### config.mk
export PLATFORM = sky130hd
export DESIGN_NAME = ssi_port
export DESIGN_NICKNAME = d
export VERILOG_FILES = /design/src/design/ssi_pkg.sv /design/src/design/ssi_port.sv
export SDC_FILE = /design/constraint.sdc
export NUM_CORES = 1
export LEC_CHECK = 0
export BUFFER_PORTS_ARGS = -buffer_cell sky130_fd_sc_hd__buf_4
export CORE_ASPECT_RATIO = 1.25
export CORE_UTILIZATION = 43
export DETAILED_ROUTE_END_ITERATION = 7
export GPL_ROUTABILITY_DRIVEN = 1
export GPL_TIMING_DRIVEN = 0
export HOLD_SLACK_MARGIN = 0.05
export PLACE_DENSITY = 0.66
export SYNTH_ARGS = -nofsm -noshare
export SYNTH_HDL_FRONTEND = slang
export SYNTH_SLANG_ARGS = --single-unit
### constraint.sdc
create_clock -name ref_clk -period 5.1 [get_ports ref_clk]
set_clock_uncertainty 0.05 [all_clocks]
set_input_delay 0.255 -clock ref_clk [delete_from_list [all_inputs] [get_ports ref_clk]]
set_output_delay 0.255 -clock ref_clk [all_outputs]
set_load 0.1 [all_outputs]
### src/design/ssi_pkg.sv
// package for the synchronous serial port (spi master/slave, i2c slave)
// assumes a 40 MHz ref_clk and an avalon-mm master with 32-bit data
package ssi_pkg;

  // ************************************************************
  // register indices (byte address is four times the index)
  // ************************************************************
  localparam logic [7:0] IDX_EVENT_FLAGS   = 8'h0C;
  localparam logic [7:0] IDX_DATA_BUFFER   = 8'h13;
  localparam logic [7:0] IDX_PORT_CONTROL  = 8'h14;
  localparam logic [7:0] IDX_EVENT_ENABLES = 8'h8C;
  localparam logic [7:0] IDX_OWN_ADDRESS   = 8'h93;
  localparam logic [7:0] IDX_PORT_STATUS   = 8'h94;

  // ************************************************************
  // field positions
  // ************************************************************
  localparam int CTL_WRITE_COLLISION_FLAG   = 7;
  localparam int CTL_OV     = 6;
  localparam int CTL_EN     = 5;
  localparam int CTL_CKP    = 4;
  localparam int STAT_SMP   = 7;
  localparam int STAT_CKE   = 6;
  localparam int STAT_DA    = 5;
  localparam int STAT_P     = 4;
  localparam int STAT_S     = 3;
  localparam int STAT_RW    = 2;
  localparam int STAT_UA    = 1;
  localparam int STAT_BF    = 0;
  localparam int EVENT_BIT  = 3;
  localparam int DIR_SDA    = 4;
  localparam int DIR_SCL    = 3;

  // ************************************************************
  // reset values
  // ************************************************************
  localparam logic [7:0] CTL_RST      = 8'h00;
  localparam logic [7:0] STAT_RST     = 8'h00;
  localparam logic [7:0] ENABLES_RST  = 8'h00;
  localparam logic [7:0] OWN_ADDR_RST = 8'h00;

  // ************************************************************
  // mode codes and clock dividers
  // ************************************************************
  localparam logic [3:0] MODE_SPI_DIV4  = 4'h0;
  localparam logic [3:0] MODE_SPI_DIV16 = 4'h1;
  localparam logic [3:0] MODE_SPI_DIV64 = 4'h2;
  localparam logic [3:0] MODE_SPI_TMR   = 4'h3;
  localparam logic [3:0] MODE_SLV_SS    = 4'h4;
  localparam logic [3:0] MODE_SLV_NOSS  = 4'h5;
  localparam logic [3:0] MODE_I2C_7     = 4'h6;
  localparam logic [3:0] MODE_I2C_10    = 4'h7;
  localparam logic [3:0] MODE_I2C_FWM   = 4'hB;
  localparam logic [3:0] MODE_I2C_7SP   = 4'hE;
  localparam logic [3:0] MODE_I2C_10SP  = 4'hF;
  localparam logic [6:0] SCK_DIV_4      = 7'h04;
  localparam logic [6:0] SCK_DIV_16     = 7'h10;
  localparam logic [6:0] SCK_DIV_64     = 7'h40;
  localparam logic [4:0] ADDR10_PATTERN = 5'h1E;
  localparam logic [3:0] BITS_PER_WORD  = 4'h8;

  typedef enum logic [2:0] {I2C_IDLE, I2C_RX, I2C_ACK, I2C_TX, I2C_TACK} ssi_i2c_st_t;

  // ************************************************************
  // carriers
  // ************************************************************
  typedef struct packed {
    logic        read;
    logic        write;
    logic [9:0]  address;
    logic [31:0] writedata;
    logic [3:0]  byteenable;
  } ssi_avm_req_t;

  typedef struct packed {
    logic sck;
    logic serial_data_in;
    logic ss_n;
  } ssi_pin_in_t;

  typedef struct packed {
    logic sck;
    logic sck_oe_n;
    logic sda;
    logic sda_oe_n;
    logic serial_data_out;
    logic sdo_oe_n;
  } ssi_pin_out_t;

  typedef struct packed {
    logic [7:0]  ctl;
    logic [7:0]  stat;
    logic        ev_flag;
    logic [7:0]  ev_en;
    logic [7:0]  dbuf;
    logic [7:0]  own_addr;
    logic [7:0]  sr;
    logic [7:0]  rx;
    logic [3:0]  cnt;
    logic [5:0]  div;
    logic        busy;
    logic        sck;
    logic        sck_q;
    logic        sda_q;
    ssi_i2c_st_t st;
    logic        addressed;
    logic        second10;
    logic        matched10;
    logic        ack_slot;
    logic        bus_ack;
    logic [31:0] rdata;
  } ssi_state_t;

endpackage : ssi_pkg

### src/design/ssi_port.sv
// synchronous serial port: spi master/slave and i2c slave with register file
// assumes avalon-mm master, synchronous pin inputs, outside pad logic for oe
// Notes on behaviour
// - spi idle clock level follows clock polarity bit.
// - i2c with clock polarity clear holds scl low.
// - master codes 0-2 divide clock by 4,16,64; code 3 uses timer/2.
// - code 4 slave with select pin, code 5 slave ignoring select.
// - i2c codes 6,7 slaves, B firmware master, E,F slaves with start/stop events.
// - spi shifts eight bits out and in together.
// - slave with select control resets while select is high.
// - i2c slave with 7/10-bit addressing and start/stop events.
// - i2c pins are open drain when enabled and set as inputs.
// - scl/sda inputs, overridden by slave transmit data.
// - match or data byte loads the buffer, then gets automatic ack.
// - full blocks load and ack; overflow alone loads without ack; event always.
// - buffer read clears full flag; overflow stays until software clears.
// - after start, eight bits shift in on scl rising edges.
// - shift bits 7..1 compared with own address at eighth falling edge.
// - match loads buffer, sets full, acks; event at ninth falling edge.
// - 10-bit first byte is 11110, two high bits, write.
// - 10-bit address bytes set update flag and hold scl until address write.
// - buffer write during transmission sets sticky collision flag.
// - edge select with polarity picks the sck edge that changes data.
// - master sample phase picks end or middle of the output time.
// - spi overflow only in slave mode; the new byte is lost.
module ssi_port (
  input  wire logic                  ref_clk,
  input  wire logic                  rst,
  input  wire ssi_pkg::ssi_avm_req_t avm_req,
  output      logic [31:0]           avm_readdata,
  output      logic                  avm_waitrequest,
  input  wire ssi_pkg::ssi_pin_in_t  pin_in,
  output      ssi_pkg::ssi_pin_out_t pin_out,
  input  wire logic                  second_timer_output,
  input  wire logic [7:0]            port_c_direction
);
  import ssi_pkg::*;

  ssi_state_t q;
  ssi_state_t n;

  logic       req, acc, wr_lo, rd, buf_wr;
  logic [7:0] wdat, rmux, rxf;
  logic [3:0] mode, cnt_nx;
  logic       en, clock_polarity_ctl, cke, input_sample_phase, is_master, is_slave, is_i2c, pins_ok, sp_int;
  logic       tick, lead, trail, chg, samp, done, free, match, ten;
  logic       start, stop, rise, fall;

  function automatic logic hit(input logic [9:0] addr, input logic [7:0] idx);
    hit = (addr[9:2] == idx) && (addr[1:0] == 2'h0);
  endfunction : hit

  function automatic logic [5:0] half_period(input logic [3:0] m);
    logic [6:0] d;
    d = (m == MODE_SPI_DIV16) ? SCK_DIV_16 : (m == MODE_SPI_DIV64) ? SCK_DIV_64 : SCK_DIV_4;
    half_period = d[6:1] - 6'h01;
  endfunction : half_period

  // ************************************************************
  // decode of current mode
  // ************************************************************
  assign mode      = q.ctl[3:0];
  assign en        = q.ctl[CTL_EN];
  assign clock_polarity_ctl       = q.ctl[CTL_CKP];
  assign cke       = q.stat[STAT_CKE];
  assign input_sample_phase       = q.stat[STAT_SMP];
  assign is_master = en & (mode <= MODE_SPI_TMR);
  assign is_slave  = en & ((mode == MODE_SLV_SS) | (mode == MODE_SLV_NOSS));
  assign is_i2c    = en & ((mode == MODE_I2C_7) | (mode == MODE_I2C_10) | (mode == MODE_I2C_FWM)
                     | (mode == MODE_I2C_7SP) | (mode == MODE_I2C_10SP));
  assign sp_int    = (mode == MODE_I2C_FWM) | (mode == MODE_I2C_7SP) | (mode == MODE_I2C_10SP);
  assign pins_ok   = port_c_direction[DIR_SDA] & port_c_direction[DIR_SCL];
  assign req       = avm_req.read | avm_req.write;

  // ************************************************************
  // pins and bus answer
  // ************************************************************
  // open drain on the i2c pins: the pad only pulls low there, release means sck_oe_n and sda_oe_n high
  always_comb begin
    pin_out.sck      = is_i2c ? 1'b0 : q.sck;
    pin_out.sck_oe_n = ~(is_master | (is_i2c & pins_ok & (~clock_polarity_ctl | q.stat[STAT_UA])));
    pin_out.sda      = 1'b0;
    pin_out.sda_oe_n = ~(is_i2c & pins_ok & (((q.st == I2C_ACK) & q.ack_slot)
                       | ((q.st == I2C_TX) & ~q.sr[7])));
    pin_out.serial_data_out      = q.sr[7];
    pin_out.sdo_oe_n = ~((is_master | is_slave) & ~((mode == MODE_SLV_SS) & pin_in.ss_n));
  end
  assign avm_readdata    = q.rdata;
  assign avm_waitrequest = req & ~q.bus_ack;

  // ************************************************************
  // next state
  // ************************************************************
  always_comb begin
    n      = q;
    acc    = req & q.bus_ack;
    wdat   = avm_req.writedata[7:0];
    wr_lo  = acc & avm_req.write & avm_req.byteenable[0];
    rd     = acc & avm_req.read;
    buf_wr = wr_lo & hit(avm_req.address, IDX_DATA_BUFFER);
    rmux   = 8'h00;
    rxf    = 8'h00;
    cnt_nx = q.cnt;
    tick   = 1'b0;
    lead   = 1'b0;
    trail  = 1'b0;
    chg    = 1'b0;
    samp   = 1'b0;
    done   = 1'b0;
    free   = ~q.stat[STAT_BF] & ~q.ctl[CTL_OV];
    match  = 1'b0;
    ten    = mode[0];
    rise   = ~q.sck_q & pin_in.sck;
    fall   = q.sck_q & ~pin_in.sck;
    start  = q.sck_q & pin_in.sck & q.sda_q & ~pin_in.serial_data_in;
    stop   = q.sck_q & pin_in.sck & ~q.sda_q & pin_in.serial_data_in;
    n.sck_q = pin_in.sck;
    n.sda_q = pin_in.serial_data_in;

    // one wait state: data is prepared while waitrequest is high
    n.bus_ack = req & ~q.bus_ack;
    if (hit(avm_req.address, IDX_EVENT_FLAGS))   rmux[EVENT_BIT] = q.ev_flag;
    if (hit(avm_req.address, IDX_DATA_BUFFER))   rmux = q.dbuf;
    if (hit(avm_req.address, IDX_PORT_CONTROL))  rmux = q.ctl;
    if (hit(avm_req.address, IDX_EVENT_ENABLES)) rmux = q.ev_en;
    if (hit(avm_req.address, IDX_OWN_ADDRESS))   rmux = q.own_addr;
    if (hit(avm_req.address, IDX_PORT_STATUS))   rmux = q.stat;
    if (avm_req.read & ~q.bus_ack) begin
      n.rdata = {24'h000000, rmux};
    end

    // software side; hardware sets below override a clear in the same cycle
    if (wr_lo & hit(avm_req.address, IDX_PORT_CONTROL)) n.ctl = wdat;
    if (wr_lo & hit(avm_req.address, IDX_PORT_STATUS)) n.stat[7:6] = wdat[7:6];
    if (wr_lo & hit(avm_req.address, IDX_EVENT_FLAGS)) n.ev_flag = wdat[EVENT_BIT];
    if (wr_lo & hit(avm_req.address, IDX_EVENT_ENABLES)) n.ev_en = wdat;
    if (wr_lo & hit(avm_req.address, IDX_OWN_ADDRESS)) begin
      n.own_addr      = wdat;
      n.stat[STAT_UA] = 1'b0;
    end
    if (rd & hit(avm_req.address, IDX_DATA_BUFFER)) n.stat[STAT_BF] = 1'b0;

    if (!en) begin
      n.busy      = 1'b0;
      n.cnt       = 4'h0;
      n.sck       = n.ctl[CTL_CKP];
      n.st        = I2C_IDLE;
      n.addressed = 1'b0;
      n.second10  = 1'b0;
      n.matched10 = 1'b0;
      n.ack_slot  = 1'b0;
      n.stat[STAT_S] = 1'b0;
      n.stat[STAT_P] = 1'b0;
      if (buf_wr) n.dbuf = wdat;
    end else if (is_master | is_slave) begin
      // ******** spi engine ********
      if (is_master) begin
        tick = (mode == MODE_SPI_TMR) ? second_timer_output : (q.div == half_period(mode));
        if (q.busy) begin
          n.div = tick ? 6'h00 : q.div + 6'h01;
          if (tick) begin
            n.sck = ~q.sck;
            lead  = (q.sck == clock_polarity_ctl);
            trail = ~lead;
          end
        end else begin
          // idle level follows a polarity write in the same cycle
          n.sck = n.ctl[CTL_CKP];
        end
      end else begin
        lead  = (pin_in.sck != q.sck_q) & (q.sck_q == clock_polarity_ctl);
        trail = (pin_in.sck != q.sck_q) & (q.sck_q != clock_polarity_ctl);
      end
      chg  = cke ? lead : trail;
      samp = (is_master & input_sample_phase) ? chg : (cke ? trail : lead);
      if (samp) begin
        n.rx   = {q.rx[6:0], pin_in.serial_data_in};
        cnt_nx = q.cnt + 4'h1;
        n.cnt  = cnt_nx;
      end
      // leading-edge output: bit 7 is already on the pin, first edge keeps it
      if (chg & (~cke | (q.cnt != 4'h0))) n.sr = {q.sr[6:0], 1'b0};
      done = trail & (cnt_nx == BITS_PER_WORD);
      if (done) begin
        rxf     = n.rx;
        n.busy  = 1'b0;
        n.cnt   = 4'h0;
        n.ev_flag = 1'b1;
        if (is_master | ~q.stat[STAT_BF]) begin
          n.dbuf          = rxf;
          n.stat[STAT_BF] = 1'b1;
        end else begin
          n.ctl[CTL_OV] = 1'b1;
        end
      end
      if (buf_wr) begin
        if (q.busy | (is_slave & (q.cnt != 4'h0))) begin
          n.ctl[CTL_WRITE_COLLISION_FLAG] = 1'b1;
        end else begin
          n.sr   = wdat;
          n.dbuf = wdat;
          n.busy = is_master;
          n.cnt  = 4'h0;
          n.div  = 6'h00;
        end
      end
      if ((mode == MODE_SLV_SS) & pin_in.ss_n) begin
        n.cnt = 4'h0;
        n.rx  = 8'h00;
      end
    end else if (is_i2c) begin
      // ******** i2c slave engine ********
      if (buf_wr) begin
        if ((q.st == I2C_TX) & (q.cnt != 4'h0)) begin
          n.ctl[CTL_WRITE_COLLISION_FLAG] = 1'b1;
        end else begin
          n.dbuf = wdat;
          if (q.st == I2C_TX) begin
            n.sr            = wdat;
            n.stat[STAT_BF] = 1'b1;
          end
        end
      end
      if (start) begin
        n.stat[STAT_S] = 1'b1;
        n.stat[STAT_P] = 1'b0;
        n.st           = (mode == MODE_I2C_FWM) ? I2C_IDLE : I2C_RX;
        n.cnt          = 4'h0;
        n.addressed    = 1'b0;
        n.ack_slot     = 1'b0;
        if (sp_int) n.ev_flag = 1'b1;
      end else if (stop) begin
        n.stat[STAT_P] = 1'b1;
        n.stat[STAT_S] = 1'b0;
        n.st           = I2C_IDLE;
        n.addressed    = 1'b0;
        n.second10     = 1'b0;
        n.matched10    = 1'b0;
        n.ack_slot     = 1'b0;
        if (sp_int) n.ev_flag = 1'b1;
      end else begin
        unique case (q.st)
          I2C_IDLE: begin
          end
          I2C_RX: begin
            if (rise) begin
              n.sr  = {q.sr[6:0], pin_in.serial_data_in};
              n.cnt = q.cnt + 4'h1;
            end
            if (fall & (q.cnt == BITS_PER_WORD)) begin
              if (q.addressed) begin
                match          = 1'b1;
                n.stat[STAT_DA] = 1'b1;
              end else if (ten & q.second10) begin
                match = (q.sr == q.own_addr);
              end else begin
                match = (q.sr[7:1] == q.own_addr[7:1])
                        & (~ten | (q.sr[7:3] == ADDR10_PATTERN));
              end
              if (match & ~q.addressed) begin
                n.stat[STAT_DA] = 1'b0;
                if (~ten | q.matched10) begin
                  n.addressed    = 1'b1;
                  n.stat[STAT_RW] = q.sr[0];
                end else if (~q.second10) begin
                  n.second10      = 1'b1;
                  n.stat[STAT_UA] = 1'b1;
                  n.stat[STAT_RW] = q.sr[0];
                end else begin
                  n.second10      = 1'b0;
                  n.matched10     = 1'b1;
                  n.addressed     = 1'b1;
                  n.stat[STAT_UA] = 1'b1;
                end
              end
              if (match) begin
                n.st       = I2C_ACK;
                n.ack_slot = free;
                if (~q.stat[STAT_BF]) begin
                  n.dbuf          = q.sr;
                  n.stat[STAT_BF] = 1'b1;
                end else begin
                  n.ctl[CTL_OV] = 1'b1;
                end
              end else begin
                n.st = I2C_IDLE;
              end
            end
          end
          I2C_ACK: begin
            if (fall) begin
              n.ev_flag  = 1'b1;
              n.ack_slot = 1'b0;
              n.cnt      = 4'h0;
              if (q.addressed & q.stat[STAT_RW]) begin
                n.st          = I2C_TX;
                n.ctl[CTL_CKP] = 1'b0;
              end else begin
                n.st = I2C_RX;
              end
            end
          end
          I2C_TX: begin
            if (fall) begin
              n.sr  = {q.sr[6:0], 1'b1};
              n.cnt = q.cnt + 4'h1;
              if (q.cnt == (BITS_PER_WORD - 4'h1)) begin
                n.st            = I2C_TACK;
                n.stat[STAT_BF] = 1'b0;
              end
            end
          end
          I2C_TACK: begin
            if (rise & pin_in.serial_data_in) begin
              n.st            = I2C_IDLE;
              n.addressed     = 1'b0;
              n.stat[STAT_RW] = 1'b0;
              n.stat[STAT_DA] = 1'b0;
            end else if (rise) begin
              n.ack_slot = 1'b1;
            end
            if (fall & q.ack_slot) begin
              n.ev_flag      = 1'b1;
              n.ack_slot     = 1'b0;
              n.cnt          = 4'h0;
              n.st           = I2C_TX;
              n.ctl[CTL_CKP] = 1'b0;
            end
          end
        endcase
      end
    end else if (buf_wr) begin
      n.dbuf = wdat;
    end
  end

  always_ff @(posedge ref_clk) begin
    if (rst) begin
      q          <= '0;
      q.ctl      <= CTL_RST;
      q.stat     <= STAT_RST;
      q.ev_en    <= ENABLES_RST;
      q.own_addr <= OWN_ADDR_RST;
      q.st       <= I2C_IDLE;
    end else begin
      q <= n;
    end
  end

  // ************************************************************
  // assertions
  // ************************************************************
  a_spi_idle_level: assert property (@(posedge ref_clk) disable iff (rst)
    (is_master & ~q.busy) |-> (pin_out.sck == clock_polarity_ctl))
    else $error("spi master clock not at idle level");
  a_i2c_clock_hold: assert property (@(posedge ref_clk) disable iff (rst)
    (is_i2c & pins_ok & ~clock_polarity_ctl) |-> (~pin_out.sck_oe_n & ~pin_out.sck))
    else $error("i2c clock not held low");
  a_div4_half_period: assert property (@(posedge ref_clk) disable iff (rst)
    (is_master & (mode == MODE_SPI_DIV4) & q.busy & $changed(q.sck) & $stable(q.ctl))
      |=> (!$changed(q.sck) ##1 ($changed(q.sck) || !q.busy)))
    else $error("fosc/4 clock half period wrong");
  a_select_reset: assert property (@(posedge ref_clk) disable iff (rst)
    (en & (mode == MODE_SLV_SS) & pin_in.ss_n) |=> (q.cnt == 4'h0))
    else $error("slave not reset by select");
  a_buf_read_clear: assert property (@(posedge ref_clk) disable iff (rst)
    (rd & hit(avm_req.address, IDX_DATA_BUFFER) & ~done & (q.st != I2C_RX) & ~buf_wr)
      |=> !q.stat[STAT_BF])
    else $error("buffer read did not clear full flag");
  a_ack_drive: assert property (@(posedge ref_clk) disable iff (rst)
    (is_i2c & pins_ok & (q.st == I2C_ACK) & q.ack_slot) |-> !pin_out.sda_oe_n)
    else $error("ack not driven");
  a_no_ack_full: assert property (@(posedge ref_clk) disable iff (rst)
    (is_i2c & (q.st == I2C_RX) & fall & (q.cnt == BITS_PER_WORD) & q.stat[STAT_BF])
      |=> (!q.ack_slot && $stable(q.dbuf)))
    else $error("full buffer was loaded or acked");
  a_collision_flag: assert property (@(posedge ref_clk) disable iff (rst)
    (buf_wr & is_master & q.busy) |=> (q.ctl[CTL_WRITE_COLLISION_FLAG] && $stable(q.sr)))
    else $error("collision not flagged");
  a_master_no_ovf: assert property (@(posedge ref_clk) disable iff (rst)
    (is_master & !(wr_lo & hit(avm_req.address, IDX_PORT_CONTROL)))
      |=> !$rose(q.ctl[CTL_OV]))
    else $error("overflow set in master mode");
  a_start_event: assert property (@(posedge ref_clk) disable iff (rst)
    (is_i2c & sp_int & start) |=> (q.ev_flag && q.stat[STAT_S] && !q.stat[STAT_P]))
    else $error("start event missing");

endmodule : ssi_port

==> reports/results.ini, run 1 <==
[floorplan]
rows = 47
start_util = 0.446
core_area_um2 = 13400
io_pins = 101
die_x_um = 107
die_area_um2 = 14400
die_h_um = 134

[detailed_routing]
drc_errors = 0
antenna_left = 0
wl_mm = 19.2
detail_route.vias_per_cell = 5.96
firstDrtPassIters = 7
drt_iter0_drc = 488
vias = 6010
wire_per_inst_um = 19.0

[grt]
grt_antenna_before_repair = 0
grt_pass1_wl_mm = 30.0
grt_max_degree = 14
overflow = 0
grt_pass1_vias = 5480
gr-usage-all-layers = 0.275

[clock_tree]
cts_made_buffers = 9
clockBufferDepth = 2
hold_buffers = 0
post_cts_buffers = 0
clk_latency_ns = 0.36
cts_sinks = 87
cts_tree = built
clk_pin_slew_ns = 0.06
cts_max_level = 3
cts_root_buf = clkbuf_16
cts-resized-gates = 0

[run]
drv_cap = 0

[worst_setup_path]
start_kind = flip-flop
worstSetupPathType = reg -> out
crit_path_max_fanout = 10
arrival_ns = 3.09
rrSetupSlack_ns = 1.73
required_ns = 4.80
end_kind = primary output

[finish]
layout_common_cells = dfxtp_1 (87), nor2_1 (84), buf_4 (72)
design_area_um2 = 6900
insertedDiodeCount = 0
finalNetCount = 902
fin_cells = 1009
final_common_cell = dfxtp_1
drive_gt1_frac = 0.147
area_growth_pct = 15.4

[placement]
placed_area_um2 = 6570
io_buffers = 38
place_ws_ns = 1.85
dp_hpwl_mm = 14.2
finalWeightedCongestion = 0.944
dp_cells = 994

[logic_synthesis]
yosys.area_share.simple = 0.210
yosysWarnings = 0
synth_fa_ha_area_frac = 0.0126
synth_compound_area_frac = 0.244
syn_inst = 761
netlist-cell-type-count = 74
synthMuxAreaShare = 0.129
synth_ff_type = dfxtp_1
synthXorXnorAreaFrac = 0.0272
async_reset_ff_frac = 0
synth_top_family_by_area = compound AO/OA/AOI/OAI gates
synth-edff-count = 0
synth_seq_cells = 87
ys_seq_area_frac = 0.291
synthesis.area_um2 = 5980
avgSynthCellArea_um2 = 7.86

[pwr]
p_sw_mw = 0.470
p_comb_frac = 0.147
internal-power_mw = 1.21
ir_worst_vdd_uv = 190
p_leak_nw = 2.71
pwr-share-seq = 0.410
power.density_nw_per_um2 = 244
p_sw_frac = 0.280
clkPwrFrac = 0.444

[timing]
tightest_slew_ns = 0.826
setup_viol = 0
tns_ns = 0
hold_violations = 0
timing.final.ws_setup_ns = 1.70
fin_crit_sh = 0.667
rsz0062_at_grt = false
fin_crit_ns = 3.40
relSlewSlack = 0.444
slew_violations = 0
holdWs_ns = 0.112
fmax_ghz = 0.294

[min_path]
hold_class = in -> reg

[run_status]
status = complete, no violations

power by group through the flow:
stage                     clock network [mW]  registers [mW]  logic, mW
after floorplan                            0           0.703      0.193
after global placement                     0           0.704      0.243
after detailed placement                   0           0.704      0.244
after CTS                              0.753           0.689      0.244
after global routing                   0.777           0.689      0.258
final                                  0.746           0.689      0.247
stage by stage:
step	power [mW]	util
after floorplan	0.896	-
after global placement	0.947	0.490
after detailed placement	0.948	0.490
after CTS	1.69	0.515
after global routing	1.72	0.515
final	1.68	0.515
final timing paths:
path	from	end	cells past startpoint
setup reg to reg	q[68]	q[85]	10
hold / removal	pin_in[2]	q[41]	3
setup / recovery	mode[0]	pin_out[4]	7
hold reg to reg	avm_readdata[4]	avm_readdata[4]	2
layout make-up:
class,instances,area (um2)
fillers,1371,6510
clock inverters,3,65.1
flip-flops and latches,87,1740
well taps,171,214
clock buffers,12,267
plain buffers,85,462
inverters,13,48.8
repair buffers,38,285
multi-input cells,600,3820
flip-flops by register name (all words and copies together), names as in the netlist:
name / count
q: 70
avm_readdata: 8
mode: 4
cke: 1
clock_polarity_ctl: 1
en: 1
input_sample_phase: 1
pin_out: 1
worst max-delay path, cell delays in order, from the launching register on:
cell	delay, ns
dfxtp_1	0.41
clkbuf_1	0.53
a21o_1	0.20
and3_1	0.15
clkbuf_1	0.41
clkbuf_1	0.54
a41oi_1	0.21
buf_4	0.27
kinds of logic (layout without fill, tap and decap cells):
kind of cell / after synthesis / after routing
compound gates: 220 / 220
xor+xnor: 17 / 17
fa+ha+maj: 6 / 6
buf+inv: 98 / 151
flops: 87 / 87
mux: 75 / 75
other cells: 1 / 25
simple gates: 257 / 257
synth_stat cells (9+ instances only):
library cell   n  area [um2]
nand2b_1      13        81.3
nor2_1        84         315
dfxtp_1       87        1740
a22oi_1       13        97.6
nor3_1        18        90.1
buf_4         34         255
a21oi_1       55         275
clkbuf_1      42         158
nand3_1       22         110
inv_1         13        48.8
or3_1         11        68.8
o22ai_1       28         175
nand4_1       10        62.6
o21ai_0       48         240
mux2_2        16         180
mux2i_1       59         591
nand2_1       56         210
xor2_1        10        87.6
nor2b_1        9        56.3
per-layer routing:
metal,up-vias,GRT usage,part of all wire
met3,65,0.0335,0.064
li1,2873,-,-
met1,2782,0.337,0.42
met2,290,0.462,0.47
met5,-,0,0
met4,0,0.154,0.049
(Power assumes the default switching activity.)
==> run 2, diff against run 1 <==
Settings changed: ABC_AREA from default to 1.
Clock period 5.1 ns to 3.3 ns, I/O delays scaled along.
==> reports/results.ini, run 2 <==
[placement]
finalWeightedCongestion = 0.976
placed_area_um2 = 6750
io_buffers = 41
dp_hpwl_mm = 16.1
place_ws_ns = 0.468

[clock_tree]
post_cts_buffers = 0
cts_sinks = 87
cts_max_level = 3
clockBufferDepth = 2
cts_root_buf = clkbuf_16
clk_pin_slew_ns = 0.08
cts_tree = built
clk_latency_ns = 0.37
cts_made_buffers = 9

[worst_setup_path]
cp.buffers_inverters = 5
start_kind = flip-flop
crit_path_max_fanout = 10
arrival_ns = 2.59
cpLargestDelayFamily = buffers and inverters
cp_cell_sequence = inv_2, nor2_1, inv_1, nor2_1, clkbuf_1, o2111ai_1, nand2_1, inv_1, buf_4
slowest_stage = clkbuf_1
required_ns = 3.08
end_kind = primary output
cpPeakStageDelay_ns = 0.49
worstSetupPathType = reg -> out

[floorplan]
core_area_um2 = 13900
start_util = 0.442
die_x_um = 109
io_pins = 101
die_area_um2 = 14700
rows = 48
die_h_um = 136

[logic_synthesis]
synth-edff-count = 0
synth_ff_type = dfxtp_1
synth_area_leaders = dfxtp_1 (28%), nand2_1 (11%), o21ai_0 (8.4%)
synth_seq_cells = 87
synth.most_common_cell = nand2_1
avgSynthCellArea_um2 = 6.36
synth_top_area_share = 0.284
async_reset_ff_frac = 0
synthesis.area_um2 = 6130
netlist_top_cells_count = nand2_1 (179), inv_1 (126), o21ai_0 (103)
netlist-cell-type-count = 52
yosysTopAreaCell = dfxtp_1
ys_seq_area_frac = 0.284
yosysWarnings = 0
syn_inst = 964

[finish]
drive_gt1_frac = 0.127
regMostFlops = q
layout_common_cells = nand2_1 (179), inv_1 (126), o21ai_0 (103)
fin_util = 0.512
area_growth_pct = 15.8
final_common_cell = nand2_1
nFillCells = 1478
insertedDiodeCount = 0
design_area_um2 = 7100
finalNetCount = 1109
largest_reg_flops = 70

[detailed_routing]
drt_iter0_drc = 461
antenna_left = 0
vias = 6632
drc_errors = 0
wire_per_inst_um = 16.8
wl_mm = 20.6
detail_route.vias_per_cell = 5.43
firstDrtPassIters = 5

[grt]
grt_max_degree = 18
gr-usage-all-layers = 0.286
overflow = 0
grt_pass1_vias = 5792
grt_pass1_wl_mm = 31.6
grt_antenna_before_repair = 0

[timing]
fin_crit_ns = 2.81
slew_violations = 0
tightest_slew_ns = 0.880
fin_crit_sh = 0.851
rsz0062_at_grt = false
setup_viol = 0
hold_violations = 0
fmax_ghz = 0.356
timing.final.ws_setup_ns = 0.492
relSlewSlack = 0.409
tns_ns = 0

[pwr]
pwr-share-seq = 0.407
p_sw_mw = 0.777
power.density_nw_per_um2 = 364
ir_worst_vdd_uv = 282
p_leak_nw = 2.91
internal-power_mw = 1.81
p_sw_frac = 0.300
clkPwrFrac = 0.468
p_comb_frac = 0.125

[run]
drv_cap = 0

[run_status]
status = complete, no violations

[min_path]
hold_class = in -> reg

[run 2: cell count changes in the layout (fill, tap and decap cells not counted), moves of 20 or more]
cell / change
o22ai_1: -24
o21ai_0: +55
clkbuf_1: -20
mux2i_1: -59
nand2_1: +123
inv_1: +113
nand3_1: +53
a21oi_1: +32
[run 2: logic make-up after synthesis]
logic type	after synthesis	share of synthesized area
AO/OA/AOI/OAI	251	0.233
adder cells (fa/ha/maj)	6	0.0122
AND/OR/NAND/NOR	408	0.305
other	1	0.000611
buffers and inverters	197	0.145
flip-flops	87	0.284
XOR/XNOR	14	0.0200
[run 2: timing repair]
| item | in CTS | in global routing |
|---|---|---|
| endpoints found under the setup margin | 0 | 1 |
| hold buffers | 1 | 0 |
| gates resized for setup | 0 | 1 |
| endpoints found under the hold margin | 1 | 0 |
[run 2: path summary, 6_finish.rpt]
| path | startpoint | endpoint | slack [ns] | cells after the start |
|---|---|---|---|---|
| setup / recovery | en | pin_out[4] | 0.49 | 9 |
| hold reg to reg | avm_readdata[4] | avm_readdata[4] | 0.42 | 2 |
| setup reg to reg | q[65] | q[84] | 0.57 | 13 |
| hold / removal | avm_req[11] | q[77] | 0.06 | 3 |
[run 2: per-layer routing]
layer | wire length [um] | global-route usage | up-vias
met1 | 8310 | 0.358 | 2949
met4 | 799 | 0.138 | 0
li1 | - | - | 3335
met2 | 9830 | 0.479 | 303
met5 | 0 | 0 | -
met3 | 1630 | 0.0390 | 45
[run 2: power by group through the flow]
| stage | Sequential, mW | Combinational, mW | Clock (mW) |
|---|---|---|---|
| after floorplan | 1.08 | 0.248 | 0 |
| after global placement | 1.08 | 0.319 | 0 |
| after detailed placement | 1.08 | 0.320 | 0 |
| after CTS | 1.05 | 0.322 | 1.21 |
| after global routing | 1.05 | 0.344 | 1.25 |
| final | 1.05 | 0.325 | 1.21 |
[run 2: final cells by class]
class	instances	area, um2	area share
buffer	63	383	0.0539
clock buffer	9	225	0.0317
clock inverter	7	111	0.0157
inverter	134	505	0.0712
multi-input combinational	704	3600	0.507
sequential	87	1740	0.245
tap	175	219	0.0308
timing repair buffer	42	318	0.0447
[run 2: tightest hold or removal path: stages]
cell     delay [ns]
buf_4          0.13
nand3_1        0.07
a21oi_1        0.06
[run 2: per-stage QoR]
stage	hold WS [ns]	power, mW	cells
finish	0.0552	2.59	1221
floorplan	0.244	1.33	988
global route	0.0809	2.65	1221
detailed placement	0.385	1.40	1204
CTS	0.0560	2.58	1221
global placement	0.368	1.40	1204
==> run 3, diff against run 2 <==
Settings changed: CORE_MARGIN from default to 1.5.
==> reports/results.ini, run 3 (synthesis gave the netlist of run 2 again) <==
[clock_tree]
post_cts_buffers = 0
clk_pin_slew_ns = 0.07
cts_root_buf = clkbuf_16
cts_max_level = 3
clockBufferDepth = 2
cts_tree = built
cts_made_buffers = 9
cts_sinks = 87
clk_latency_ns = 0.36

[timing]
hold_violations = 0
fin_crit_sh = 0.885
tightest_slew_ns = 0.917
holdWs_ns = 0.0662
fmax_ghz = 0.342
slew_violations = 0
fin_crit_ns = 2.92
relSlewSlack = 0.384
setup_viol = 0
rsz0062_at_grt = false
tns_ns = 0

[worst_setup_path]
arrival_ns = 3.15
start_kind = flip-flop
worstSetupPathType = reg -> reg
crit_path_max_fanout = 10
required_ns = 3.53
end_kind = flip-flop

[finish]
regMostFlops = q
finalNetCount = 1110
ff_latch_area_um2 = 1740
insertedDiodeCount = 0
multiInputGateArea_um2 = 3600
fin_util = 0.509
drive_gt1_frac = 0.127
nFillCells = 1488
largest_reg_flops = 70
layout_common_cells = nand2_1 (179), inv_1 (126), o21ai_0 (103)
area_growth_pct = 15.2
final_common_cell = nand2_1

[pwr]
p_sw_frac = 0.306
p_sw_mw = 0.738
internal-power_mw = 1.67
power_mw = 2.41
ir_worst_vdd_uv = 192
power.density_nw_per_um2 = 341
p_comb_frac = 0.135
p_leak_nw = 2.89
pwr-share-seq = 0.437
clkPwrFrac = 0.428

[min_path]
hold_class = in -> reg

[grt]
overflow = 0
grt_max_degree = 17
grt_antenna_before_repair = 0
grt_pass1_wl_mm = 32.2
grt_pass1_vias = 6015
gr-usage-all-layers = 0.287

[floorplan]
die_h_um = 137
rows = 48
core_area_um2 = 13900
die_x_um = 110
io_pins = 101
start_util = 0.442
die_area_um2 = 15000

[detailed_routing]
antenna_left = 0
vias = 6716
drc_errors = 0
drt_iter0_drc = 720
wire_per_inst_um = 17.0
wl_mm = 20.8
firstDrtPassIters = 6
detail_route.vias_per_cell = 5.50

[run]
drv_cap = 0

[run_status]
status = complete, no violations

[placement]
dp_hpwl_mm = 16.2
io_buffers = 41
finalWeightedCongestion = 0.975

-- run 3: cell types whose count changed in the layout (fill, tap and decap cells not counted), sizes merged --
| cell | change |
|---|---|
| dlygate4sd3 | +1 |
| bufinv | -2 |
| clkbuf | +1 |
| clkinvlp | +1 |
-- run 3: worst paths after layout --
kind	start	end	slack [ns]	cells past startpoint
min reg2reg	q[56]	q[56]	0.41	2
min	avm_req[11]	q[77]	0.07	3
max	q[65]	q[84]	0.38	13
max reg2reg	q[65]	q[84]	0.38	13
-- run 3: metrics by stage --
stage / instances / worst slack (ns) / instance area (um2)
6_report: 1222 / 0.378 / 7070
5_1_grt: 1222 / 0.187 / 7070
4_1_cts: 1222 / 0.288 / 7060
3_5_place_dp: 1204 / 0.448 / 6750
3_3_place_gp: 1204 / 0.424 / 6750
2_1_floorplan: 988 / 0.888 / 6220
-- run 3: area by class of cell --
cell class / count / area share
multi-input combinational: 704 / 0.509
sequential: 87 / 0.247
inverter: 134 / 0.0715
buffer: 63 / 0.0542
timing repair buffer: 43 / 0.0464
clock buffer: 10 / 0.0338
tap: 175 / 0.0310
clock inverter: 6 / 0.00708
-- run 3: worst max-delay path, cell delays in order (launching register included) --
cell      delay [ns]
dfxtp_1         0.41
inv_1           0.16
nand2_1         0.09
nand4_1         0.09
nor3_1          0.65
nand2_1         0.12
nand2_1         0.19
nand4_1         0.20
clkbuf_1        0.30
o211ai_1        0.15
o211ai_1        0.11
nand2_1         0.11
nand2_1         0.06
a21oi_1         0.15
-- run 3: repair_timing --
action | 4_1_cts | 5_1_grt
resized for setup | 0 | 1
hold buffers | 2 | 0
setup endpoints to repair | 0 | 3
hold endpoints to repair | 2 | 0
-- run 3: per-layer routing --
metal,global-route usage,share of wire
met5,0,0
met1,0.354,0.41
met3,0.0371,0.067
met4,0.175,0.050
met2,0.469,0.47
-- run 3: power groups by stage --
stage | logic [mW] | registers [mW] | clock network (mW)
after CTS | 0.322 | 1.05 | 1.04
after detailed placement | 0.319 | 1.08 | 0
after floorplan | 0.248 | 1.08 | 0
after global placement | 0.319 | 1.08 | 0
final | 0.326 | 1.05 | 1.03
after global routing | 0.342 | 1.05 | 1.09
